==> config.mk <==
export PLATFORM = sky130hd
export DESIGN_NAME = multiply_instruction_unit
export DESIGN_NICKNAME = d
export VERILOG_FILES = /design/src/mul_unit_pkg.sv /design/src/mul_operand_addr.sv /design/src/multiply_instruction_unit.sv
export SDC_FILE = /design/constraint.sdc
export NUM_CORES = 1
export LEC_CHECK = 0
export BUFFER_PORTS_ARGS = -buffer_cell sky130_fd_sc_hd__buf_2
export CAP_MARGIN = 10
export CORE_MARGIN = 10
export CORE_UTILIZATION = 30
export DETAILED_ROUTE_END_ITERATION = 10
export PLACE_DENSITY = 0.5
export SETUP_SLACK_MARGIN = 0.02
export SLEW_MARGIN = 20
export SYNTH_ARGS = -nofsm -noshare
export SYNTH_HDL_FRONTEND = slang
export SYNTH_SLANG_ARGS = --single-unit
==> constraint.sdc <==
create_clock -name i_clock -period 3.75 [get_ports i_clock]
set_input_delay 0.75 -clock i_clock [delete_from_list [all_inputs] [get_ports i_clock]]
set_output_delay 0.75 -clock i_clock [all_outputs]
set_load 0.02 [all_outputs]
==> src/mul_unit_pkg.sv <==
// Purpose: shared constants for the multiply instruction unit
// Assumes: 16-bit instruction words, 8-bit data, four-phase instruction cycle
// Notes:   opcodes compared on the upper instruction bits only
package mul_unit_pkg;
  localparam int unsigned DATA_W = 8;
  localparam int unsigned PROD_W = 16;
  localparam int unsigned INSTR_W = 16;
  localparam int unsigned ADDR_W = 12;
  // -------------------------------------------------------------
  // opcode fields, address limits and product reset value
  // -------------------------------------------------------------
  localparam logic [7:0] LIT_OPCODE = 8'h0d;
  localparam logic [6:0] REG_OPCODE = 7'h01;
  localparam int unsigned BANK_BIT = 8;
  localparam logic [7:0] INDEXED_LIMIT = 8'h5f;
  localparam logic [7:0] ACCESS_SPLIT = 8'h60;
  localparam logic [3:0] ACCESS_HIGH_BANK = 4'hf;
  localparam logic [7:0] PROD_RESET = 8'h00;
  // -------------------------------------------------------------
  // instruction phases
  // -------------------------------------------------------------
  typedef enum logic [1:0] {
    PH_DECODE  = 2'b00,
    PH_READ    = 2'b01,
    PH_PROCESS = 2'b10,
    PH_WRITE   = 2'b11
  } phase_t;
endpackage

==> src/mul_operand_addr.sv <==
// Purpose: forms the data-memory address of the register operand
// Assumes: bank select and indirect base supplied by the core
// Notes:   purely combinational
`timescale 1ns/1ps
module mul_operand_addr (
  input  wire logic [7:0]  i_file_addr,
  input  wire logic        i_bank_mode,
  input  wire logic        i_ext_enable,
  input  wire logic [3:0]  i_bank_select,
  input  wire logic [11:0] i_index_base,
  output logic      [11:0] o_addr
);
  always_comb begin
    if (i_bank_mode) begin
      o_addr = {i_bank_select, i_file_addr};
    end else if (i_ext_enable && (i_file_addr <= mul_unit_pkg::INDEXED_LIMIT)) begin
      o_addr = i_index_base + {4'h0, i_file_addr};
    end else if (i_file_addr < mul_unit_pkg::ACCESS_SPLIT) begin
      o_addr = {4'h0, i_file_addr};
    end else begin
      o_addr = {mul_unit_pkg::ACCESS_HIGH_BANK, i_file_addr};
    end
  end
endmodule

==> src/multiply_instruction_unit.sv <==
// Purpose: executes the literal and register multiply instructions
// Assumes: decoder presents the instruction word for a whole cycle
// Notes:   operand read in read phase, product written in write phase
`timescale 1ns/1ps
module multiply_instruction_unit (
  input  wire logic        i_clock,
  input  wire logic        i_rst_n,
  input  wire logic [15:0] i_instr,
  input  wire logic        i_instr_valid,
  input  wire logic [1:0]  i_phase,
  input  wire logic [7:0]  i_accum,
  input  wire logic        i_ext_enable,
  input  wire logic [3:0]  i_bank_select,
  input  wire logic [11:0] i_index_base,
  input  wire logic [7:0]  i_mem_rdata,
  input  wire logic        i_prod_high_we,
  input  wire logic        i_prod_low_we,
  input  wire logic [7:0]  i_prod_wdata,
  output logic      [11:0] o_mem_addr,
  output logic             o_mem_rd,
  output logic             o_busy,
  output logic      [7:0]  o_product_high_byte,
  output logic      [7:0]  o_product_low_byte
);
  // ---------------------------------------------------------------
  // decode
  // ---------------------------------------------------------------
  logic        is_lit;
  logic        is_reg;
  logic        is_mul;
  logic        bank_mode;
  logic [7:0]  file_addr;
  logic [7:0]  literal;
  logic [11:0] addr;

  // opcode compared on the upper bits only; the low byte is payload
  assign is_lit    = i_instr_valid && (i_instr[15:8] == mul_unit_pkg::LIT_OPCODE);
  assign is_reg    = i_instr_valid && (i_instr[15:9] == mul_unit_pkg::REG_OPCODE);
  assign is_mul    = is_lit || is_reg;
  assign bank_mode = i_instr[mul_unit_pkg::BANK_BIT];
  assign file_addr = i_instr[7:0];
  assign literal   = i_instr[7:0];

  mul_operand_addr u_addr (
    .i_file_addr   (file_addr),
    .i_bank_mode   (bank_mode),
    .i_ext_enable  (i_ext_enable),
    .i_bank_select (i_bank_select),
    .i_index_base  (i_index_base),
    .o_addr        (addr)
  );

  // ---------------------------------------------------------------
  // phase strobes
  // ---------------------------------------------------------------
  logic in_read;
  logic in_process;
  logic in_write;

  assign in_read    = (i_phase == mul_unit_pkg::PH_READ);
  assign in_process = (i_phase == mul_unit_pkg::PH_PROCESS);
  assign in_write   = (i_phase == mul_unit_pkg::PH_WRITE);

  // ---------------------------------------------------------------
  // data memory port
  // ---------------------------------------------------------------
  // read request only; the accumulator and the source are never written
  assign o_mem_addr = addr;
  assign o_mem_rd   = is_reg && in_read;
  assign o_busy     = is_mul;

  // ---------------------------------------------------------------
  // operand capture
  // ---------------------------------------------------------------
  logic [7:0] operand_src;
  logic [7:0] operand_reg;
  logic [7:0] operand_next;

  // literal comes from the word itself, register from data memory
  assign operand_src = is_lit ? literal : i_mem_rdata;

  always_comb begin
    operand_next = operand_reg;
    if (is_mul && in_read) begin
      operand_next = operand_src;
    end
  end

  always_ff @(posedge i_clock or negedge i_rst_n) begin
    if (!i_rst_n) begin
      operand_reg <= 8'h00;
    end else begin
      operand_reg <= operand_next;
    end
  end

  // ---------------------------------------------------------------
  // shift-and-add array
  // ---------------------------------------------------------------
  // one partial product per operand bit, summed in a ripple chain;
  // the chain is long but only has to settle within the process phase
  logic [15:0] acc_wide;
  logic [15:0] partial [8];
  logic [15:0] running [9];
  logic [15:0] array_product;

  assign acc_wide   = {8'h00, i_accum};
  assign running[0] = 16'h0000;

  genvar bit_idx;
  generate
    for (bit_idx = 0; bit_idx < 8; bit_idx++) begin : g_row
      // a zero operand bit contributes nothing to its row
      assign partial[bit_idx]     = operand_reg[bit_idx] ? (acc_wide << bit_idx) : 16'h0000;
      assign running[bit_idx + 1] = running[bit_idx] + partial[bit_idx];
    end
  endgenerate

  // 8x8 unsigned never exceeds 16 bits, so the last sum drops nothing
  assign array_product = running[8];

  // ---------------------------------------------------------------
  // result register
  // ---------------------------------------------------------------
  logic [15:0] result_reg;
  logic [15:0] result_next;

  // no carry, overflow or zero indication is derived from the sum
  always_comb begin
    result_next = result_reg;
    if (is_mul && in_process) begin
      result_next = array_product;
    end
  end

  always_ff @(posedge i_clock or negedge i_rst_n) begin
    if (!i_rst_n) begin
      result_reg <= 16'h0000;
    end else begin
      result_reg <= result_next;
    end
  end

  // ---------------------------------------------------------------
  // product registers
  // ---------------------------------------------------------------
  logic       mul_write;
  logic [7:0] prod_high_reg;
  logic [7:0] prod_high_next;
  logic [7:0] prod_low_reg;
  logic [7:0] prod_low_next;

  // the write phase of a multiply wins over a direct write in the same cycle
  assign mul_write = is_mul && in_write;

  always_comb begin
    prod_high_next = prod_high_reg;
    if (mul_write) begin
      prod_high_next = result_reg[15:8];
    end else if (i_prod_high_we) begin
      prod_high_next = i_prod_wdata;
    end
  end

  always_comb begin
    prod_low_next = prod_low_reg;
    if (mul_write) begin
      prod_low_next = result_reg[7:0];
    end else if (i_prod_low_we) begin
      prod_low_next = i_prod_wdata;
    end
  end

  always_ff @(posedge i_clock or negedge i_rst_n) begin
    if (!i_rst_n) begin
      prod_high_reg <= mul_unit_pkg::PROD_RESET;
    end else begin
      prod_high_reg <= prod_high_next;
    end
  end

  always_ff @(posedge i_clock or negedge i_rst_n) begin
    if (!i_rst_n) begin
      prod_low_reg <= mul_unit_pkg::PROD_RESET;
    end else begin
      prod_low_reg <= prod_low_next;
    end
  end

  // ---------------------------------------------------------------
  // outputs
  // ---------------------------------------------------------------
  // no status outputs exist, so flags cannot change
  assign o_product_high_byte = prod_high_reg;
  assign o_product_low_byte  = prod_low_reg;
endmodule

==> results.json, run 1 <==
{
  "grt_pass1_wl_microns": 19690,
  "gr-total-overflow": 0,
  "synth_nets": 622,
  "p_per_area_mw_per_mm2": 252.2,
  "setup_ws_ns": -0.3063,
  "preCtsSetupSlack_ns": -0.7038,
  "grt_pass1_vias": 4014,
  "wl_microns": 11570,
  "cts_buffers": 5,
  "clock_path_buffers": 2,
  "cts_tree": "built",
  "synth_top_area_share_pct": 22.50,
  "leakagePower_nw": 2.968,
  "max_cap_viol_count": 0,
  "synthDistinctLibCells": 56,
  "antenna_cells": 0,
  "setup_viol": 8,
  "finalNetCount": 755,
  "cts.sinks": 40,
  "hold_violations": 0,
  "yosysSeqAreaShare_pct": 22.50,
  "rsz0062_at_grt": "yes",
  "report.final.slew_viol_count": 0,
  "critPathLaunchType": "input port",
  "via_per_inst": 4.768,
  "root_buffer": "clkbuf_16",
  "ys_warn_count": 0,
  "worstPathCellList": "buf_12 > and2_4 > fa_1 > fa_1 > fa_1 > inv_2 > fa_1 > inv_2 > ha_4 > o21a_1 > a21oi_2 > buf_4 > o21ai_4 > mux2i_1 > o311ai_1",
  "maxClockFrequency_mhz": 246.5,
  "grt_util_all_layers_pct": 11.59,
  "die_area_sq_mm": 0.02010,
  "drive_above_1_share_pct": 33.06,
  "synth.avg_cell_area_sq_um": 9.269,
  "violations": "negative setup slack",
  "die_h_microns": 141.8,
  "cts.clk_slew.worst_paths_ns": 0.06,
  "vias": 3805,
  "crit_slowest_cell": "fa_1",
  "hpwl_microns": 9882,
  "ys.flop_type": "dfrtp_1",
  "syn-cell-area_sq_mm": 0.004449,
  "clk-insertion-delay-late_ns": 0.28,
  "drt_pre_antenna_iters": 4,
  "ant_nets": 0,
  "io_buffers": 93,
  "fp.dieW_microns": 141.8,
  "fin_cells": 798,
  "rows": 44,
  "cp.arrival_ns": 4.19,
  "grt_max_degree": 41,
  "fin_util_pct": 39.85,
  "wire_per_inst_microns": 14.50,
  "end_kind": "register",
  "ys_seq_elements": 40,
  "criticalPathCategory": "in2reg",
  "synth_edf_count": 0,
  "htreeDepth": 2,
  "crit_top_cell": "fa_1",
  "tightest_slew_ns": 0.8947,
  "yosysMostFrequentCell": "and2_1",
  "synth_top_area_cell": "dfrtp_1",
  "status": "finished, violations left",
  "coreArea_sq_mm": 0.01453,
  "syn_inst": 480,
  "crit_family": "adder cells",
  "yosys-top-cells-area": "dfrtp_1, fa_1, ha_1",
  "async_flop_share_pct": 100.0,
  "skew_ns": 0.004702,
  "start_util_pct": 30.61,
  "vdd.ir_drop.worst_v": 0.0001548,
  "cp.required_ns": 3.89,
  "place.gp.congestion": 0.8206,
  "cp_num_buf_inv": 4,
  "drtIter0Drc": 116,
  "syn_to_final_growth_pct": 30.17,
  "largest_register_ffs": 16,
  "hold_class": "reg2reg",
  "synth_common_cells": "and2_1, inv_1, nand2_1, dfrtp_1",
  "antenna_found_initial": 0,
  "drc": 0,
  "min_period_over_period_pct": 108.2,
  "hold_buffers": 0,
  "dp.cells": 785,
  "io_pins": 94,
  "fillers": 1507,
  "critPathMaxStageDelay_ns": 0.52,
  "cp_max_fo": 8,
  "slew_headroom_pct": 40.35,
  "period_minus_slack_ns": 4.056
}
[layout by cell type, fill, tap and decap left out, drive strengths merged, types with 2 or more instances in the layout]
cell type	instances
a2111o	2
a211o	5
a211oi	5
a21o	4
a21oi	33
a311oi	2
and2	47
and3	5
buf	137
clkbuf	6
clkinvlp	2
dfrtp	40
fa	39
ha	39
inv	46
mux2	6
mux2i	25
nand2	46
nand2b	4
nand3	10
nand3b	2
nand4	2
nand4b	3
nor2	32
nor2b	2
nor3	5
nor3b	7
nor4	3
o211ai	2
o21a	5
o21ai	18
o21bai	3
o22ai	2
o31ai	3
xnor2	4
xor2	5
[what timing repair did]
| action | CTS | global route |
|---|---|---|
| setup endpoints to repair | 8 | 9 |
| setup buffers | 4 | 1 |
| pin swaps | 36 | 18 |
| resized for setup | 32 | 12 |
[power by group]
part	switching, mW	internal [mW]
registers	0.0218	0.458
logic	0.295	0.255
clock network	0.166	0.264
total	0.483	0.978
[area by class of cell]
cell class	count	area (sq um)	area share (%)
inverter	46	172.7	2.981
clock buffer	6	138.9	2.398
timing repair buffer	137	853.3	14.73
sequential	40	1007	17.39
tap	184	230.2	3.975
clock inverter	2	15.01	0.2592
multi-input combinational	383	3374	58.26
[logic make-up (layout without fill, tap and decap cells)]
logic type,Yosys count,after routing,synth area share [%]
xor gates and xnor gates,9,9,1.772
adders and majority gates,78,78,28.52
muxes,31,31,7.143
AOI/OAI and AO/OA,92,92,13.61
DFF,40,40,22.50
and+or+nand+nor,173,173,21.12
buffers and inverters,57,191,5.343
[worst reg2reg max path, stage by stage (launching register included)]
cell       delay [ns]
dfrtp_1          0.47
and2_4           0.19
fa_1             0.55
fa_1             0.46
fa_1             0.57
fa_1             0.45
ha_4             0.30
nor2b_4          0.17
o2111ai_4        0.14
a311oi_2         0.32
nor3_1           0.07
o31ai_1          0.19
[metrics by stage]
stage,setup TNS (ns),power [mW],hold WS [ns],instance area (sq um)
after floorplan,-1.675,0.8092,0.4489,4542
after global placement,-4.451,1.008,0.4725,5465
after detailed placement,-4.679,1.013,0.4773,5465
after CTS,-1.803,1.482,0.4926,5753
after global routing,-2.735,1.575,0.5172,5792
final,-1.738,1.461,0.4824,5792
[worst paths after layout]
path / startpoint / endpoint / slack (ns) / depth (start not counted)
worst max-delay path: i_accum[4] / result_reg[12] / -0.31 / 15
worst min-delay path: result_reg[0] / result_reg[0] / 0.48 / 2
worst max register to register: operand_reg[7] / result_reg[13] / -0.24 / 11
worst min register to register: result_reg[0] / result_reg[0] / 0.48 / 2
max in group asynchronous: i_rst_n / operand_reg[5] / 2.53 / 1
min in group asynchronous: i_rst_n / o_product_low_byte[7] / 0.59 / 1
[layer usage]
metal  part of all wire [%]  global-route usage (%)  vias to the layer above
met3                    5.4                   2.937                        9
li1                       -                       -                     1913
met4                   0.75                   2.259                        0
met2                     46                   18.16                       74
met5                      0                       0                        -
met1                     48                   15.78                     1809
Power figures use the tool's default switching activity.
==> run 2: changes to the inputs <==
Settings changed: MAX_ROUTING_LAYER from default to met4, PLACE_DENSITY 0.5 to 0.48.
Clock period 3.75 ns to 5.1 ns, I/O delays scaled along.
==> run 2 against run 1 <==
The run now ends clean. Global-route usage is 0.49 points lower. Sequential power is 26% lower. First-iteration DRC count is 66% higher. Sequential share of layout area is 1.5 points higher. Critical path depth is 1 lower. Combinational power is 39% lower. Wire length is 3.3% lower. Utilization is 3.5 points lower. Total power is 27% lower. Die area stayed put. Largest power group is now the clock network. Highest routed layer unchanged.
==> results.json, run 2 (synthesis gave the netlist of run 1 again) <==
{
  "root_buffer": "clkbuf_16",
  "vdd.ir_drop.worst_v": 0.0001006,
  "fin_util_pct": 36.38,
  "tightest_slew_ns": 0.9258,
  "grt_pass1_vias": 3712,
  "use_met3_pct": 2.670,
  "syn_to_final_growth_pct": 18.84,
  "cp.depth": 14,
  "clock_path_buffers": 2,
  "tns_ns": 0,
  "cp.arrival_ns": 4.87,
  "min_period_over_period_pct": 91.68,
  "drt_pre_antenna_iters": 4,
  "cts_buffers": 5,
  "die_area_sq_mm": 0.02010,
  "crit_top_cell": "fa_1",
  "critPathLaunch": "i_accum[4]",
  "cp_max_fo": 8,
  "hpwl_microns": 9492,
  "cts.sinks": 40,
  "p_per_area_mw_per_mm2": 202.5,
  "crit_end": "result_reg[14]",
  "final_common_cell": "buf_2",
  "rsz0062_at_grt": "no",
  "place.gp.congestion": 0.8593,
  "met2_usage_pct": 16.23,
  "cts-resized-gates": 0,
  "hold_violations": 0,
  "report.final.slew_viol_count": 0,
  "htreeDepth": 2,
  "clk-insertion-delay-late_ns": 0.29,
  "cts.clk_slew.worst_paths_ns": 0.06,
  "criticalPathCategory": "in2reg",
  "wl_microns": 11200,
  "fin_hold_ws_ns": 0.4811,
  "crit_family": "adder cells",
  "leakagePower_nw": 2.748,
  "critPathMaxStageDelay_ns": 0.56,
  "final_cell_mix": "buf_2, and2_1, nand2_1, inv_1, dfrtp_1",
  "hold_class": "reg2reg",
  "critPathLaunchType": "input port",
  "vias": 3653,
  "largest_register_ffs": 16,
  "rows": 44,
  "drtIter0Drc": 193,
  "wire_per_inst_microns": 14.77,
  "end_kind": "register",
  "gr-total-overflow": 0,
  "grt_pass1_wl_microns": 18170,
  "drive_above_1_share_pct": 20.98,
  "hold_depth": 2,
  "fp.dieW_microns": 141.8,
  "io_buffers": 93,
  "period_minus_slack_ns": 4.676,
  "postCtsSetupBuffers": 0,
  "die_h_microns": 141.8,
  "max_cap_viol_count": 0,
  "grt_util_all_layers_pct": 11.11,
  "skew_ns": 0.005521,
  "coreArea_sq_mm": 0.01453,
  "crit_slowest_cell": "fa_1",
  "start_util_pct": 30.61,
  "power.total_mw": 1.071,
  "drc": 0,
  "io_pins": 94,
  "slew_headroom_pct": 38.28,
  "cts_tree": "built",
  "finalNetCount": 713,
  "reg2reg_from": "operand_reg[7]",
  "grt_max_degree": 41,
  "cp_num_buf_inv": 3,
  "reg2reg_depth": 13,
  "antenna_found_initial": 1,
  "r2r-end": "result_reg[14]",
  "met1_usage_pct": 15.29,
  "worstPathCellList": "buf_2 > and2_1 > fa_1 > fa_1 > fa_1 > inv_1 > fa_1 > inv_1 > ha_1 > o21a_1 > a21oi_1 > o21ai_0 > o31a_1 > o31ai_1",
  "rrSetupSlack_ns": 0.75,
  "maxClockFrequency_mhz": 213.9,
  "busiest_layer": "met2",
  "via_per_inst": 4.819,
  "cp.required_ns": 5.30,
  "status": "finished, final reports clean",
  "hold_buffers": 0,
  "setup_viol": 0,
  "ant_nets": 0
}
run 2: cell count changes in the layout (fill, tap and decap cells not counted), moves of 4 or more:
cell | before | now
dfrtp_2 | 5 | 0
buf_4 | 44 | 2
and2_4 | 15 | 0
and2_1 | 32 | 47
ha_1 | 34 | 39
buf_2 | 87 | 93
ha_4 | 4 | 0
dfrtp_1 | 35 | 40
inv_1 | 41 | 46
inv_2 | 5 | 0
o21ai_0 | 14 | 18
run 2: cell type report:
| class | count | area [sq um] |
|---|---|---|
| diodes | 2 | 5.005 |
| clock buffers | 7 | 152.6 |
| clock inverters | 1 | 30.03 |
| fillers | 1539 | 9246 |
| inverters | 46 | 172.7 |
| multi-input cells | 383 | 3216 |
| flip-flops and latches | 40 | 1001 |
| well taps | 184 | 230.2 |
| repair buffers | 95 | 480.5 |
run 2: worst min-delay path by stage:
| stage | startpoint | slack (ns) | end |
|---|---|---|---|
| 2_1_floorplan | result_reg[0] | 0.45 | result_reg[0] |
| 3_3_place_gp | result_reg[6] | 0.47 | result_reg[6] |
| 3_5_place_dp | result_reg[8] | 0.47 | result_reg[8] |
| 4_1_cts | result_reg[8] | 0.49 | result_reg[8] |
| 5_1_grt | result_reg[6] | 0.52 | result_reg[6] |
| 6_report | result_reg[6] | 0.48 | result_reg[6] |
run 2: routing by layer:
| layer | routed length [microns] | vias to the layer above | share of wire [%] |
|---|---|---|---|
| met5 | 0 | - | 0 |
| met4 | 80 | 0 | 0.71 |
| met3 | 646 | 7 | 5.8 |
| met2 | 4873 | 82 | 44 |
| met1 | 5596 | 1728 | 50 |
| li1 | - | 1836 | - |
run 2: worst register-to-register path: stages, from the launching register on:
cell,delay [ns]
dfrtp_1,0.48
and2_1,0.23
fa_1,0.50
fa_1,0.51
fa_1,0.55
inv_1,0.05
fa_1,0.52
inv_1,0.04
ha_1,0.35
o21a_1,0.13
a21oi_1,0.22
o21ai_0,0.16
o31a_1,0.30
o31ai_1,0.22
run 2: per-stage QoR:
step | cells | setup slack, ns | area, sq um
2_1_floorplan | 480 | 0.4637 | 4449
4_1_cts | 756 | 0.4252 | 5278
6_report | 758 | 0.4242 | 5288
3_3_place_gp | 748 | 0.1667 | 5095
5_1_grt | 757 | 0.2317 | 5285
3_5_place_dp | 748 | 0.1340 | 5095
run 2: power by group:
part / leakage (nW) / switching [mW] / internal [mW]
Combinational: 2.14 / 0.196 / 0.138
Sequential: 0.520 / 0.0173 / 0.336
Clock: 0.0901 / 0.126 / 0.258
Total: 2.75 / 0.339 / 0.732
==> run 3: changes to the inputs <==
Clock period 5.1 ns to 4.5 ns, I/O delays scaled along.
==> run 3 against run 2 <==
First-iteration DRC count down 31%. Worst hold slack better by 0.0011 ns. Cell area up 5.9%. Wire length up 1.8%. Total power up 15%. Non-clock buffer count up 24. Count of clock-buffer cells in the layout down 1. Combinational power up 30%. Sequential share of layout area down 1.0 points. Critical path type unchanged. Highest routed layer unchanged.
==> results.json, run 3 (synthesis gave the netlist of run 1 again) <==
{
  "setup_viol": 0,
  "htreeDepth": 2,
  "skew_ns": 0.004364,
  "fillers": 1537,
  "critPathLaunchType": "input port",
  "min_period_over_period_pct": 96.50,
  "hpwl_microns": 9554,
  "crit_slowest_cell": "fa_1",
  "worstPathCellList": "clkbuf_4 > buf_4 > and2_1 > fa_1 > fa_1 > fa_1 > fa_1 > ha_4 > a211o_1 > a21oi_2 > o21ai_2 > o31a_1 > o31ai_1",
  "grt_pass1_wl_microns": 19060,
  "cts_buffers": 5,
  "crit_family": "adder cells",
  "leakagePower_nw": 2.860,
  "fin_cells": 780,
  "clk-insertion-delay-late_ns": 0.28,
  "cts.clk_slew.worst_paths_ns": 0.06,
  "dr_wl_met3_microns": 460,
  "wl_microns": 11400,
  "vdd.ir_drop.worst_v": 0.0001352,
  "largest_register_ffs": 16,
  "cp.required_ns": 4.69,
  "vias": 3723,
  "io_buffers": 93,
  "seq_area_sq_mm": 0.001001,
  "syn_to_final_growth_pct": 25.82,
  "final_cell_mix": "buf_2, nand2_1, and2_1",
  "max_cap_viol_count": 0,
  "top_layer_used": "met4",
  "antenna_cells": 0,
  "finalNetCount": 737,
  "die_area_sq_mm": 0.02010,
  "tightest_slew_ns": 0.9049,
  "hold_violations": 0,
  "gr-total-overflow": 0,
  "coreArea_sq_mm": 0.01453,
  "grt_max_degree": 41,
  "rows": 44,
  "fp.dieW_microns": 141.8,
  "multiInputGateArea_sq_mm": 0.003349,
  "grt_util_all_layers_pct": 11.40,
  "slew_headroom_pct": 39.68,
  "io_pins": 94,
  "rsz0062_at_grt": "yes",
  "end_kind": "register",
  "hold_class": "reg2reg",
  "cp_max_fo": 6,
  "critPathMaxStageDelay_ns": 0.53,
  "period_minus_slack_ns": 4.343,
  "via_per_inst": 4.773,
  "status": "finished, final reports clean",
  "report.final.slew_viol_count": 0,
  "maxClockFrequency_mhz": 230.3,
  "root_buffer": "clkbuf_16",
  "hold_buffers": 0,
  "drtIter0Drc": 133,
  "drc": 0,
  "start_util_pct": 30.61,
  "wirelength_met1_microns": 5431,
  "place.gp.congestion": 0.8565,
  "power.total_mw": 1.235,
  "die_h_microns": 141.8,
  "dr_wl_met2_microns": 5385,
  "fin_util_pct": 38.52,
  "antenna_found_initial": 0,
  "drt_pre_antenna_iters": 5,
  "drive_above_1_share_pct": 28.02,
  "cp.arrival_ns": 4.53,
  "cts.sinks": 40,
  "ant_nets": 0,
  "dp.cells": 770,
  "cp_num_buf_inv": 2,
  "grt_pass1_vias": 3927,
  "criticalPathCategory": "in2reg",
  "crit_top_cell": "fa_1",
  "cts_tree": "built",
  "final_common_cell": "buf_2",
  "wire_per_inst_microns": 14.62,
  "clock_path_buffers": 2,
  "p_per_area_mw_per_mm2": 220.6
}
[run 3: cell count changes in the layout (fill, tap and decap cells not counted), moves of 3 or more]
cell / delta
ha_4: +5
ha_1: -6
and2_4: +3
and2_1: -3
buf_4: +22
inv_2: +5
inv_1: -5
[run 3: final cells by class]
class / count / share of cell area [%]
Multi-Input combinational cell: 383 / 59.83
Sequential cell: 40 / 17.88
Timing Repair Buffer: 119 / 12.16
Tap cell: 184 / 4.113
Inverter: 46 / 3.084
Clock buffer: 6 / 2.302
Clock inverter: 2 / 0.6258
[run 3: stage by stage]
step	cell area (sq um)	worst slack [ns]	hold WS (ns)	setup TNS, ns
5_1_grt	5598	-0.0003810	0.5268	-0.0003810
6_report	5598	0.1573	0.4822	0
2_1_floorplan	4459	0.007802	0.4488	0
3_5_place_dp	5270	-0.2774	0.4753	-1.243
4_1_cts	5472	0.04126	0.4905	0
3_3_place_gp	5270	-0.2495	0.4717	-1.188
[run 3: what timing repair did]
action	in CTS	in global routing
pin swaps	5	22
buffers inserted	1	1
gates resized for setup	5	28
cloned	0	0
setup endpoints to repair	1	6
[run 3: report_power, final]
part / internal, mW / switching [mW] / leakage (nW)
Clock: 0.261 / 0.142 / 0.0808
Sequential: 0.381 / 0.0191 / 0.520
Combinational: 0.190 / 0.242 / 2.26
Total: 0.832 / 0.403 / 2.86
[run 3: worst register-to-register path, cell delays in order (launching register included)]
cell and delay, ns:
dfrtp_1 0.49, and2_1 0.21, fa_1 0.57, fa_1 0.46, fa_1 0.57, fa_1 0.46
ha_4 0.20, a211o_1 0.28, a21oi_2 0.19, o21ai_2 0.09, o31a_1 0.27, o31ai_1 0.21
[run 3: per-layer routing]
metal  global-route usage, %  vias to the layer above
met1                   15.28                     1761
met5                       -                        -
met4                   2.421                        0
met3                   2.069                       11
li1                        -                     1873
met2                   17.62                       78
[run 3: final timing paths]
check                               start                    end  slack [ns]  cells after the start
min in group asynchronous         i_rst_n  o_product_low_byte[6]        0.75                      1
hold reg to reg             result_reg[0]          result_reg[0]        0.48                      2
setup reg to reg           operand_reg[7]         result_reg[14]        0.41                     11
max in group asynchronous         i_rst_n         operand_reg[2]        3.18                      1
hold / removal              result_reg[0]          result_reg[0]        0.48                      2
setup / recovery               i_accum[4]         result_reg[14]        0.16                     13
